### config.mk
export PLATFORM = sky130hd
export DESIGN_NAME = cpps_top
export DESIGN_NICKNAME = d
export VERILOG_FILES = /design/src/cpps_pkg.sv /design/src/cpps_top.sv /design/src/cpps_pq_snoop.sv
export VERILOG_INCLUDE_DIRS = /design/src
export SDC_FILE = /design/constraint.sdc
export NUM_CORES = 1
export LEC_CHECK = 0
export BUFFER_PORTS_ARGS = -buffer_cell sky130_fd_sc_hd__buf_4
export CORE_MARGIN = 2
export CORE_UTILIZATION = 59
export DETAILED_ROUTE_END_ITERATION = 10
export PLACE_DENSITY = 0.82
export SETUP_SLACK_MARGIN = 0.2
export SLEW_MARGIN = 20
export SYNTH_ARGS = -nofsm -noshare
export SYNTH_HDL_FRONTEND = slang
export SYNTH_SLANG_ARGS = --single-unit
### constraint.sdc
create_clock -name CORE_CLK -period 8.15 [get_ports CORE_CLK]
set_clock_uncertainty 0.15 [all_clocks]
set_input_delay 1.2225 -clock CORE_CLK [delete_from_list [all_inputs] [get_ports CORE_CLK]]
set_output_delay 1.2225 -clock CORE_CLK [all_outputs]
set_load 0.01 [all_outputs]
### src/cpps_params.svh
/*
  constants for the cache policy and prefetch snoop block.
  assumes it is included by the package and the design modules; no process here.
*/
`ifndef CPPS_PARAMS_SVH
`define CPPS_PARAMS_SVH
`define CPPS_ADDR_W 32
`define CPPS_PQ_DEPTH 4
`define CPPS_PQ_IDX_W 2
`define CPPS_L3_DIS_BIT 6
`define CPPS_MT_UC 3'h0
`define CPPS_MT_WC 3'h1
`define CPPS_MT_WT 3'h4
`define CPPS_MT_WP 3'h5
`define CPPS_MT_WB 3'h6
`define CPPS_LINE_MASK 32'hffffffe0
`endif

### src/cpps_pkg.sv
/*
  types for the cache policy and prefetch snoop block.
  assumes cpps_params.svh sits in the same folder.
*/
`default_nettype none
`include "cpps_params.svh"
package cpps_pkg;
  typedef enum logic [2:0] {
    POL_UC = 3'h1,
    POL_WT = 3'h2,
    POL_WB = 3'h4
  } cpps_pol_t;
  typedef struct packed {
    logic valid;
    logic [`CPPS_ADDR_W-1:0] lin_addr;
  } cpps_req_t;
  typedef struct packed {
    logic base_pcd;
    logic base_pwt;
    logic dir_pcd;
    logic dir_pwt;
    logic tbl_pcd;
    logic tbl_pwt;
  } cpps_page_t;
  typedef enum logic [1:0] {
    PQ_RUN   = 2'h1,
    PQ_FLUSH = 2'h2
  } cpps_pq_st_t;
endpackage
`default_nettype wire

### src/cpps_top.sv
/*
  cache policy resolver and self-modifying code detector.
  assumes core fetch and load/store strobes are synchronous to CORE_CLK.
*/
`timescale 1ns/1ps
`default_nettype none
`include "cpps_params.svh"
module cpps_top
  import cpps_pkg::*;
(
  input  wire logic                    CORE_CLK,
  input  wire logic                    RESET,
  input  wire logic                    GLOBAL_CACHE_DISABLE_FLAG,
  input  wire logic                    NOT_WRITE_THROUGH_FLAG,
  input  wire logic                    EXT_CACHE_DISABLE,
  input  wire logic                    EXT_FORCE_WT,
  input  wire logic [2:0]              RANGE_MEM_TYPE,
  input  wire logic                    RANGE_HIT,
  input  wire cpps_page_t              PAGE_FLAGS,
  input  wire logic                    LINE_WT_SELECT,
  input  wire logic [7:0]              MISC_FEATURE_ENABLE,
  input  wire logic                    ACC_IS_FETCH,
  input  wire logic                    ACC_MISS,
  input  wire cpps_req_t               FETCH_PUSH,
  input  wire logic                    FETCH_POP,
  input  wire cpps_req_t               STORE_REQ,
  input  wire logic                    SERIALIZE,
  output var logic                     L1I_ALLOC,
  output var logic                     L1D_ALLOC,
  output var logic                     L2_ALLOC,
  output var logic                     L3_ALLOC,
  output var logic                     L3_ENABLED,
  output var logic                     WRITE_BACK,
  output var logic                     WRITE_THROUGH,
  output var logic                     UNCACHED,
  output var logic                     PQ_FLUSH_OUT,
  output var logic                     SMC_HIT,
  output var logic [`CPPS_PQ_IDX_W:0]  PQ_COUNT
);
  logic                                page_cd;
  logic                                page_wt;
  logic                                glob_cd;
  logic                                glob_wt;
  logic                                range_cd;
  logic                                range_wt;
  logic                                no_cache;
  logic                                use_wt;
  logic                                l3_on;
  logic                                alloc_ok;
  logic                                hit;
  logic [`CPPS_PQ_IDX_W:0]             count;
  logic                                flush_req;
  logic                                pol_wb;
  logic                                pol_wt;
  logic                                pol_uc;
  logic                                flush_on;
  logic                                alloc_l1i;
  logic                                alloc_l1d;
  logic                                alloc_l2;
  logic                                alloc_l3;
  cpps_pol_t                           pol_next;
  cpps_pq_st_t                         st_reg;
  cpps_pq_st_t                         st_next;
  // page flags combine across base register, directory and table
  assign page_cd  = PAGE_FLAGS.base_pcd | PAGE_FLAGS.dir_pcd | PAGE_FLAGS.tbl_pcd;
  assign page_wt  = PAGE_FLAGS.base_pwt | PAGE_FLAGS.dir_pwt | PAGE_FLAGS.tbl_pwt;
  // global flags: 00 writeback, cache disable stops allocation
  assign glob_cd  = GLOBAL_CACHE_DISABLE_FLAG;
  assign glob_wt  = NOT_WRITE_THROUGH_FLAG == 1'b0 ? 1'b0 : 1'b0;
  // range type combines with global choice; any uncached source wins, then any write-through source
  assign range_cd = RANGE_HIT & (RANGE_MEM_TYPE == `CPPS_MT_UC || RANGE_MEM_TYPE == `CPPS_MT_WC);
  assign range_wt = RANGE_HIT & (RANGE_MEM_TYPE == `CPPS_MT_WT || RANGE_MEM_TYPE == `CPPS_MT_WP);
  assign no_cache = glob_cd | range_cd | page_cd | EXT_CACHE_DISABLE;
  assign use_wt   = glob_wt | range_wt | page_wt | EXT_FORCE_WT | LINE_WT_SELECT;
  assign pol_next = no_cache ? POL_UC : (use_wt ? POL_WT : POL_WB);
  assign l3_on    = ~MISC_FEATURE_ENABLE[`CPPS_L3_DIS_BIT];
  // valid lines keep serving hits; only misses allocate and only when cacheable
  assign alloc_ok = ACC_MISS & ~no_cache;
  assign flush_req = hit | SERIALIZE;
  // policy decode feeding the output flops
  assign pol_wb    = (pol_next == POL_WB);
  assign pol_wt    = (pol_next == POL_WT);
  assign pol_uc    = (pol_next == POL_UC);
  assign flush_on  = (st_next == PQ_FLUSH);
  // per-level allocation strobes
  assign alloc_l1i = alloc_ok & ACC_IS_FETCH;
  assign alloc_l1d = alloc_ok & ~ACC_IS_FETCH;
  assign alloc_l2  = alloc_ok;
  assign alloc_l3  = alloc_ok & l3_on;
  cpps_pq_snoop u_pq
  (
    .clk       (CORE_CLK),
    .rst       (RESET),
    .push      (FETCH_PUSH),
    .pop       (FETCH_POP),
    .store     (STORE_REQ),
    .serialize (SERIALIZE),
    .hit       (hit),
    .count     (count)
  );
  // flush state: one cycle in flush after each hit or serializing operation
  always_comb
  begin
    st_next = PQ_RUN;
    case (st_reg)
      PQ_RUN:
        st_next = flush_req ? PQ_FLUSH : PQ_RUN;
      PQ_FLUSH:
        st_next = flush_req ? PQ_FLUSH : PQ_RUN;
      default:
        st_next = PQ_RUN;
    endcase
  end

  always_ff @(posedge CORE_CLK or posedge RESET)
  begin
    if (RESET)
    begin
      st_reg <= PQ_RUN;
    end
    else
    begin
      st_reg <= st_next;
    end
  end

  // policy outputs, uncached while in reset
  always_ff @(posedge CORE_CLK or posedge RESET)
  begin
    if (RESET)
    begin
      WRITE_BACK    <= 1'b0;
      WRITE_THROUGH <= 1'b0;
      UNCACHED      <= 1'b1;
    end
    else
    begin
      WRITE_BACK    <= pol_wb;
      WRITE_THROUGH <= pol_wt;
      UNCACHED      <= pol_uc;
    end
  end

  always_ff @(posedge CORE_CLK or posedge RESET)
  begin
    if (RESET)
    begin
      L1I_ALLOC <= 1'b0;
      L1D_ALLOC <= 1'b0;
    end
    else
    begin
      L1I_ALLOC <= alloc_l1i;
      L1D_ALLOC <= alloc_l1d;
    end
  end

  always_ff @(posedge CORE_CLK or posedge RESET)
  begin
    if (RESET)
    begin
      L2_ALLOC <= 1'b0;
    end
    else
    begin
      L2_ALLOC <= alloc_l2;
    end
  end

  always_ff @(posedge CORE_CLK or posedge RESET)
  begin
    if (RESET)
    begin
      L3_ALLOC <= 1'b0;
    end
    else
    begin
      L3_ALLOC <= alloc_l3;
    end
  end

  always_ff @(posedge CORE_CLK or posedge RESET)
  begin
    if (RESET)
    begin
      L3_ENABLED <= 1'b0;
    end
    else
    begin
      L3_ENABLED <= l3_on;
    end
  end

  always_ff @(posedge CORE_CLK or posedge RESET)
  begin
    if (RESET)
    begin
      SMC_HIT <= 1'b0;
    end
    else
    begin
      SMC_HIT <= hit;
    end
  end

  always_ff @(posedge CORE_CLK or posedge RESET)
  begin
    if (RESET)
    begin
      PQ_FLUSH_OUT <= 1'b0;
    end
    else
    begin
      PQ_FLUSH_OUT <= flush_on;
    end
  end

  always_ff @(posedge CORE_CLK or posedge RESET)
  begin
    if (RESET)
    begin
      PQ_COUNT <= '0;
    end
    else
    begin
      PQ_COUNT <= count;
    end
  end
endmodule
`default_nettype wire

### src/cpps_pq_snoop.sv
/*
  prefetch queue linear address tracker with store snoop.
  assumes fetch pushes and decode pops are single-cycle strobes from the core.
*/
`timescale 1ns/1ps
`default_nettype none
`include "cpps_params.svh"
module cpps_pq_snoop
  import cpps_pkg::*;
(
  input  wire logic                    clk,
  input  wire logic                    rst,
  input  wire cpps_req_t               push,
  input  wire logic                    pop,
  input  wire cpps_req_t               store,
  input  wire logic                    serialize,
  output logic                         hit,
  output logic [`CPPS_PQ_IDX_W:0]      count
);
  logic [`CPPS_PQ_DEPTH-1:0]           vld_reg;
  logic [`CPPS_ADDR_W-1:0]             addr_reg [`CPPS_PQ_DEPTH];
  logic [`CPPS_PQ_DEPTH-1:0]           match;
  logic [`CPPS_PQ_IDX_W-1:0]           wr_reg;
  logic [`CPPS_PQ_IDX_W-1:0]           rd_reg;
  logic [`CPPS_PQ_IDX_W:0]             cnt_reg;
  logic                                flush;
  logic                                do_push;
  logic                                do_pop;
  genvar g;
  // linear address compare per entry
  generate
    for (g = 0; g < `CPPS_PQ_DEPTH; g = g + 1)
    begin : g_cmp
      assign match[g] = vld_reg[g] & store.valid & (addr_reg[g] == store.lin_addr);
    end
  endgenerate
  assign hit     = |match;
  assign flush   = hit | serialize;
  assign do_push = push.valid & (cnt_reg != (`CPPS_PQ_IDX_W+1)'(`CPPS_PQ_DEPTH)) & ~flush;
  assign do_pop  = pop & (cnt_reg != '0) & ~flush;
  assign count   = cnt_reg;
  always_ff @(posedge clk or posedge rst)
  begin
    if (rst)
    begin
      vld_reg <= '0;
      wr_reg  <= '0;
      rd_reg  <= '0;
      cnt_reg <= '0;
    end
    else if (flush)
    begin
      vld_reg <= '0;
      wr_reg  <= '0;
      rd_reg  <= '0;
      cnt_reg <= '0;
    end
    else
    begin
      if (do_push)
        vld_reg[wr_reg] <= 1'b1;
      if (do_pop)
        vld_reg[rd_reg] <= 1'b0;
      if (do_push)
        wr_reg <= wr_reg + 1'b1;
      if (do_pop)
        rd_reg <= rd_reg + 1'b1;
      cnt_reg <= cnt_reg + {{`CPPS_PQ_IDX_W{1'b0}}, do_push} - {{`CPPS_PQ_IDX_W{1'b0}}, do_pop};
    end
  end
  always_ff @(posedge clk)
  begin
    if (do_push)
      addr_reg[wr_reg] <= push.lin_addr;
  end
endmodule
`default_nettype wire

Yosys cells after proc, flatten, opt, wreduce, memory -nomap -nowiden. Memories as Yosys holds them, arrays and structs flattened. Cells that the tools add are included. Widths: inputs -> output; s select.

RAM bits: 128. Memories kept: 1. Flip-flop bits (word level): 26.

Memory list: u_pq.addr_reg (depth 4, bits a word 32, read ports 4, clocked after Yosys merged registers in 0, write ports 1, line cpps_pq_snoop.sv:21) `` logic [`CPPS_ADDR_W-1:0] addr_reg [`CPPS_PQ_DEPTH]; ``.

Reductions and logical operators: 10. Multiplexer cells: 19. Bitwise operators: 36. Equal/unequal tests: 14. Add/subtract/negate cells: 4. $lt $le $gt $ge: 4.

Operators by type and width (count): $eq 32x32->1 (4); $and 1x1->1 (18); $mux 4 (4); $mux 2 (6); $or 1x1->1 (11); $eq 3x3->1 const B (3); $mux 3 (3); $eq 3x1->1 const B (2); $lt 2x3->1 const B (2); $add 2x1->2 const B (2); $and 4x4->4 (1); $demux 1 s2 (2); $eq 2x2->1 const B (2); $ge 2x1->1 const B (2); $mux 1 (4); $not 1->1 (4); $not 4->4 (1); $or 4x4->4 (1); $reduce_bool 2->1 (2); $reduce_or 4->1 (1); $add 3x1->3 (1); $eq 3x2->1 const B (1); $logic_not 3->1 (1); $ne 3x3->1 const B (1); 6 further kinds (8).

Logic depth before layout (Yosys ltp). An unclocked memory read counts as a cell.

Word-level depth: 12. Gate-level depth with buffers: 15. Depth with buffers taken out: 14.

By module. Synthesis repeated with hierarchy kept, for this count alone.

Cell total of the unflattened synthesis: 423. Area, all modules: 6585.1 um^2.

Modules (own cells, without submodules): cpps_pq_snoop (sequential area each 4119.0 um^2, cells an instance 389, area an instance 6089.6 um^2, times used 1); cpps_top (sequential area each 352.8 um^2, cells an instance 34, area an instance 495.5 um^2, times used 1).

Worst setup path after synthesis. Ideal clock, no wire load.

Kind: in2reg. Start point: input port STORE_REQ[21] (netlist bit). End point: memory u_pq.addr_reg[0][0] (netlist bit), enable pin. Stages: 7. Arrival time: 4.310 ns. Setup slack: 3.229 ns. Cell sequence: xor2_1 > nor4_1 > nand4_1 > nor4_1 > a211o_2 > buf_2 > nor3_1.

Longest elaborated chain between the ends: 8. Elaborated cells between the ends (all ways): 14.

RTL lines: from (decl) (line cpps_top.sv:26) `input wire cpps_req_t STORE_REQ,`; $eq 32x32->1 (line cpps_pq_snoop.sv:34) `assign match[g] = vld_reg[g] & store.valid & (addr_reg[g] == store.lin_addr);`; $and 1x1->1 (line cpps_pq_snoop.sv:34); $reduce_or 4->1 (*) (line cpps_pq_snoop.sv:37) `assign hit = |match;`; $or 1x1->1 (*) (line cpps_pq_snoop.sv:38) `assign flush = hit | serialize;`; $not 1->1 (*) (line cpps_pq_snoop.sv:39) `` assign do_push = push.valid & (cnt_reg != (`CPPS_PQ_IDX_W+1)'(`CPPS_PQ_DEPTH)) & ~flush; ``; $and 1x1->1 (*) (line cpps_pq_snoop.sv:39); $mux 1 (*) (line cpps_pq_snoop.sv:73) `if (do_push)`; $mux 1 (not written as such) (*) (line cpps_pq_snoop.sv:74) `addr_reg[wr_reg] <= push.lin_addr;`; to (decl) (line cpps_pq_snoop.sv:21).

Every way passes the cells marked *; elsewhere a longest branch is shown, timed or not.

Worst setup path in the final report.
Start point: input port STORE_REQ[25] (netlist bit). End point: register u_pq.cnt_reg[2], in the netlist u_pq.count[2].

Longest elaborated chain between the ends: 9. Elaborated cells between the ends (all ways): 16.

RTL lines: $eq 32x32->1 (line cpps_pq_snoop.sv:34); $and 1x1->1 (line cpps_pq_snoop.sv:34); $reduce_or 4->1 (*) (line cpps_pq_snoop.sv:37); $or 1x1->1 (*) (line cpps_pq_snoop.sv:38); $not 1->1 (line cpps_pq_snoop.sv:39, cpps_pq_snoop.sv:40); $and 1x1->1 (line cpps_pq_snoop.sv:39); $add 3x1->3 (line cpps_pq_snoop.sv:68) `` cnt_reg <= cnt_reg + {{`CPPS_PQ_IDX_W{1'b0}}, do_push} - {{`CPPS_PQ_IDX_W{1'b0}}, do_pop}; ``; $sub 3x1->3 (line cpps_pq_snoop.sv:68); $mux 3 (*) (line cpps_pq_snoop.sv:51) `else if (flush)`; to (signal assigned) (line cpps_pq_snoop.sv:68); to (decl) (line cpps_pq_snoop.sv:25) `` logic [`CPPS_PQ_IDX_W:0] cnt_reg; ``.

Marked as above. A chain may end at the register's enable or synchronous reset.

==> flow_summary.yaml <==
timing:
  fin_crit_ns: 4.70
  setup_violations: 0
  drv_slew: 0
  hold_viol: 0
  rsz0062_at_grt: "no"
  worst_pin_slew_ns: 0.930
  period_share: 0.576
  relSlewSlack: 0.379
  setup_ws_ns: 3.45
  fmax_mhz: 213
  hold_ws_ns: 0.285
  fin_setup_tns_ns: 0
global_routing:
  grt_pass1_wl_um: 20500
  grt-ovfl-total: 0
  grt.total_usage: 0.248
  grt_max_degree: 33
  grt_pass1_vias: 3920
  antenna_found_initial: 0
setup_path:
  cp.required_ns: 8.36
  crit_type: "in2reg"
  reg2reg_from: "u_pq.addr_reg[0][9]"
  max_stage_delay_ns: 0.76
  critPathMaxFanout: 19
  arrival_ns: 4.91
  worst_r2r_path_depth: 14
  r2r_end: "u_pq.count[2]"
  reg2reg_setup_slack_ns: 3.87
  startpoint_type: "input pin"
  path_cells: "buf_4, xor2_1, nor4_1, nand4_1, nor4_1, or2_1, nor3b_1, ha_1, inv_1, ha_1, inv_1, fa_1, xor2_1, xnor2_1, nor3_1"
  cp-end-kind: "flip-flop"
  crit_slowest_cell: "or2_1"
synth:
  synth.distinct_cells: 35
  syn_inst: 410
  synth_edf_count: 128
  avgSynthCellArea_um2: 15.8
  syn-num-nets: 516
  synth_ff_type: "edfxtp_1"
  yosysSeqAreaShare: 0.691
  synth_seq_cells: 153
  ys_top_cells_by_area: "edfxtp_1, xor2_1, dfrtp_1"
  synthArstFlopShare: 0.163
  netlist_area_um2: 6470
  yosys.area.top_type: "edfxtp_1"
  synth-warning-count: 0
  synth_top_area_frac: 0.594
drt:
  vias: 3753
  drt_iter0_drc: 250
  viasPerCell: 5.50
  ant_nets: 0
  drt_first_pass_iters: 4
  wire_per_inst_um: 20.1
  drt_wl_total_um: 13700
  drc_errors: 0
min_path:
  hold_end: "PQ_COUNT[0]"
  hold_path_depth: 0
  min_path_type: "reg2reg"
  hold_path.startpoint: "u_pq.count[0]"
cts:
  insertion_delay_ns: 0.52
  cts.sinks: 153
  cts_resized: 0
  cts_root_buf: "clkbuf_8"
  cts_buffers: 17
  htree_levels: 4
  cts_tree: "built"
  clkTransAtPathRegs_ns: 0.06
  post-cts-setup-buffers: 0
  postCtsHoldBufs: 0
  clockBufferDepth: 2
placed_design:
  place_congestion: 0.824
  portBuffers: 98
  dp_hpwl_um: 9630
  place_worst_setup_slack_ns: 2.97
floorplan:
  die_w_um: 109
  start_util: 0.600
  die_area_um2: 11800
  io_pins: 108
  row_count: 38
  die_h_um: 109
  coreArea_um2: 10800
layout:
  nFillCells: 690
  drive_above_1_share: 0.268
  areaGrowthSynthToFinish_pct: 23.0
  diodes: 0
  layout.nets: 635
  largest_reg_flops: 128
power_and_ir_drop:
  pwr_density_cell_nw_per_um2: 241
  ir_worst_vdd_mv: 0.164
  leakage_nw: 3.04
job:
  cap_violations: 0
run_status:
  outcome: "complete, no violations"
[layer usage]
layer  GRT usage  share of wire  vias to the layer above
met2       0.416           0.51                      147
met5           0              0                        -
met1       0.313           0.40                     1843
li1            -              -                     1737
met4       0.106          0.026                        0
met3      0.0538          0.070                       26
[cell type report]
class / instances / area [um2] / share of cell area
sequential: 153 / 4470 / 0.562
multi-input combinational: 237 / 1920 / 0.241
timing repair buffer: 105 / 788 / 0.0990
clock buffer: 20 / 425 / 0.0534
tap: 140 / 175 / 0.0220
clock inverter: 12 / 125 / 0.0157
inverter: 15 / 56.3 / 0.00707
[cell families after synthesis]
| group | Yosys count | synth area share |
|---|---|---|
| buffers and inverters | 20 | 0.0166 |
| DFF | 153 | 0.691 |
| and+or+nand+nor | 76 | 0.0667 |
| AOI/OAI and AO/OA | 16 | 0.0220 |
| muxes | 1 | 0.00155 |
| adders and majority gates | 11 | 0.0224 |
| xor gates and xnor gates | 133 | 0.180 |
[synthesized netlist by cell type (all sizes together), types with 5 or more instances]
master  count
a21oi       5
dfrtp      23
edfxtp    128
ha         10
inv        15
nand2       8
nand4      10
nor2        5
nor3       13
nor4       30
xnor2      24
xor2      109
[critical path: cells and delay by family]
family	cells	cell delay (ns)
AND/OR/NAND/NOR	6	2.19
XOR/XNOR	3	0.44
adder cells (fa/ha/maj)	3	0.81
buffers and inverters	3	0.25
[report_power, final]
part,leakage (nW),switching (mW),internal [mW]
clock network,0.256,0.294,0.433
registers,1.49,0.0318,0.915
logic,1.29,0.139,0.109
total,3.04,0.464,1.46
[how the worst max path moves through the flow]
stage	start	to	slack [ns]	cells past startpoint
final	STORE_REQ[25]	u_pq.count[2]	3.45	15
after global routing	STORE_REQ[25]	u_pq.count[2]	3.21	15
after CTS	STORE_REQ[25]	u_pq.count[2]	3.51	15
after detailed placement	STORE_REQ[9]	u_pq.count[2]	2.97	15
after global placement	STORE_REQ[25]	u_pq.count[2]	3.08	15
after floorplan	STORE_REQ[21]	u_pq.addr_reg[0][0]	3.23	7
[per-stage QoR]
step / area, um2 / util / total power [mW] / std cells
5_1_grt: 7960 / 0.738 / 2.00 / 682
6_report: 7960 / 0.738 / 1.92 / 682
3_3_place_gp: 7410 / 0.686 / 1.19 / 650
4_1_cts: 7960 / 0.738 / 1.93 / 682
2_1_floorplan: 6470 / - / 1.09 / 410
3_5_place_dp: 7410 / 0.687 / 1.21 / 650
[placed cells by master (no fill, tap or decap), drive strengths merged, types with 2 or more instances in the layout]
cell | Yosys | layout
edfxtp | 128 | 128
xor2 | 109 | 109
buf | 4 | 105
nor4 | 30 | 30
xnor2 | 24 | 24
dfrtp | 23 | 23
clkbuf | 1 | 20
inv | 15 | 16
nor3 | 13 | 13
nand4 | 10 | 10
ha | 10 | 10
nand2 | 8 | 8
nor2 | 5 | 5
a21oi | 5 | 5
clkinv | 0 | 5
a2111oi | 4 | 4
clkinvlp | 0 | 4
nand3 | 3 | 3
dfstp | 2 | 2
or4 | 2 | 2
bufinv | 0 | 2
or2 | 2 | 2
(Power assumes the default switching activity.)
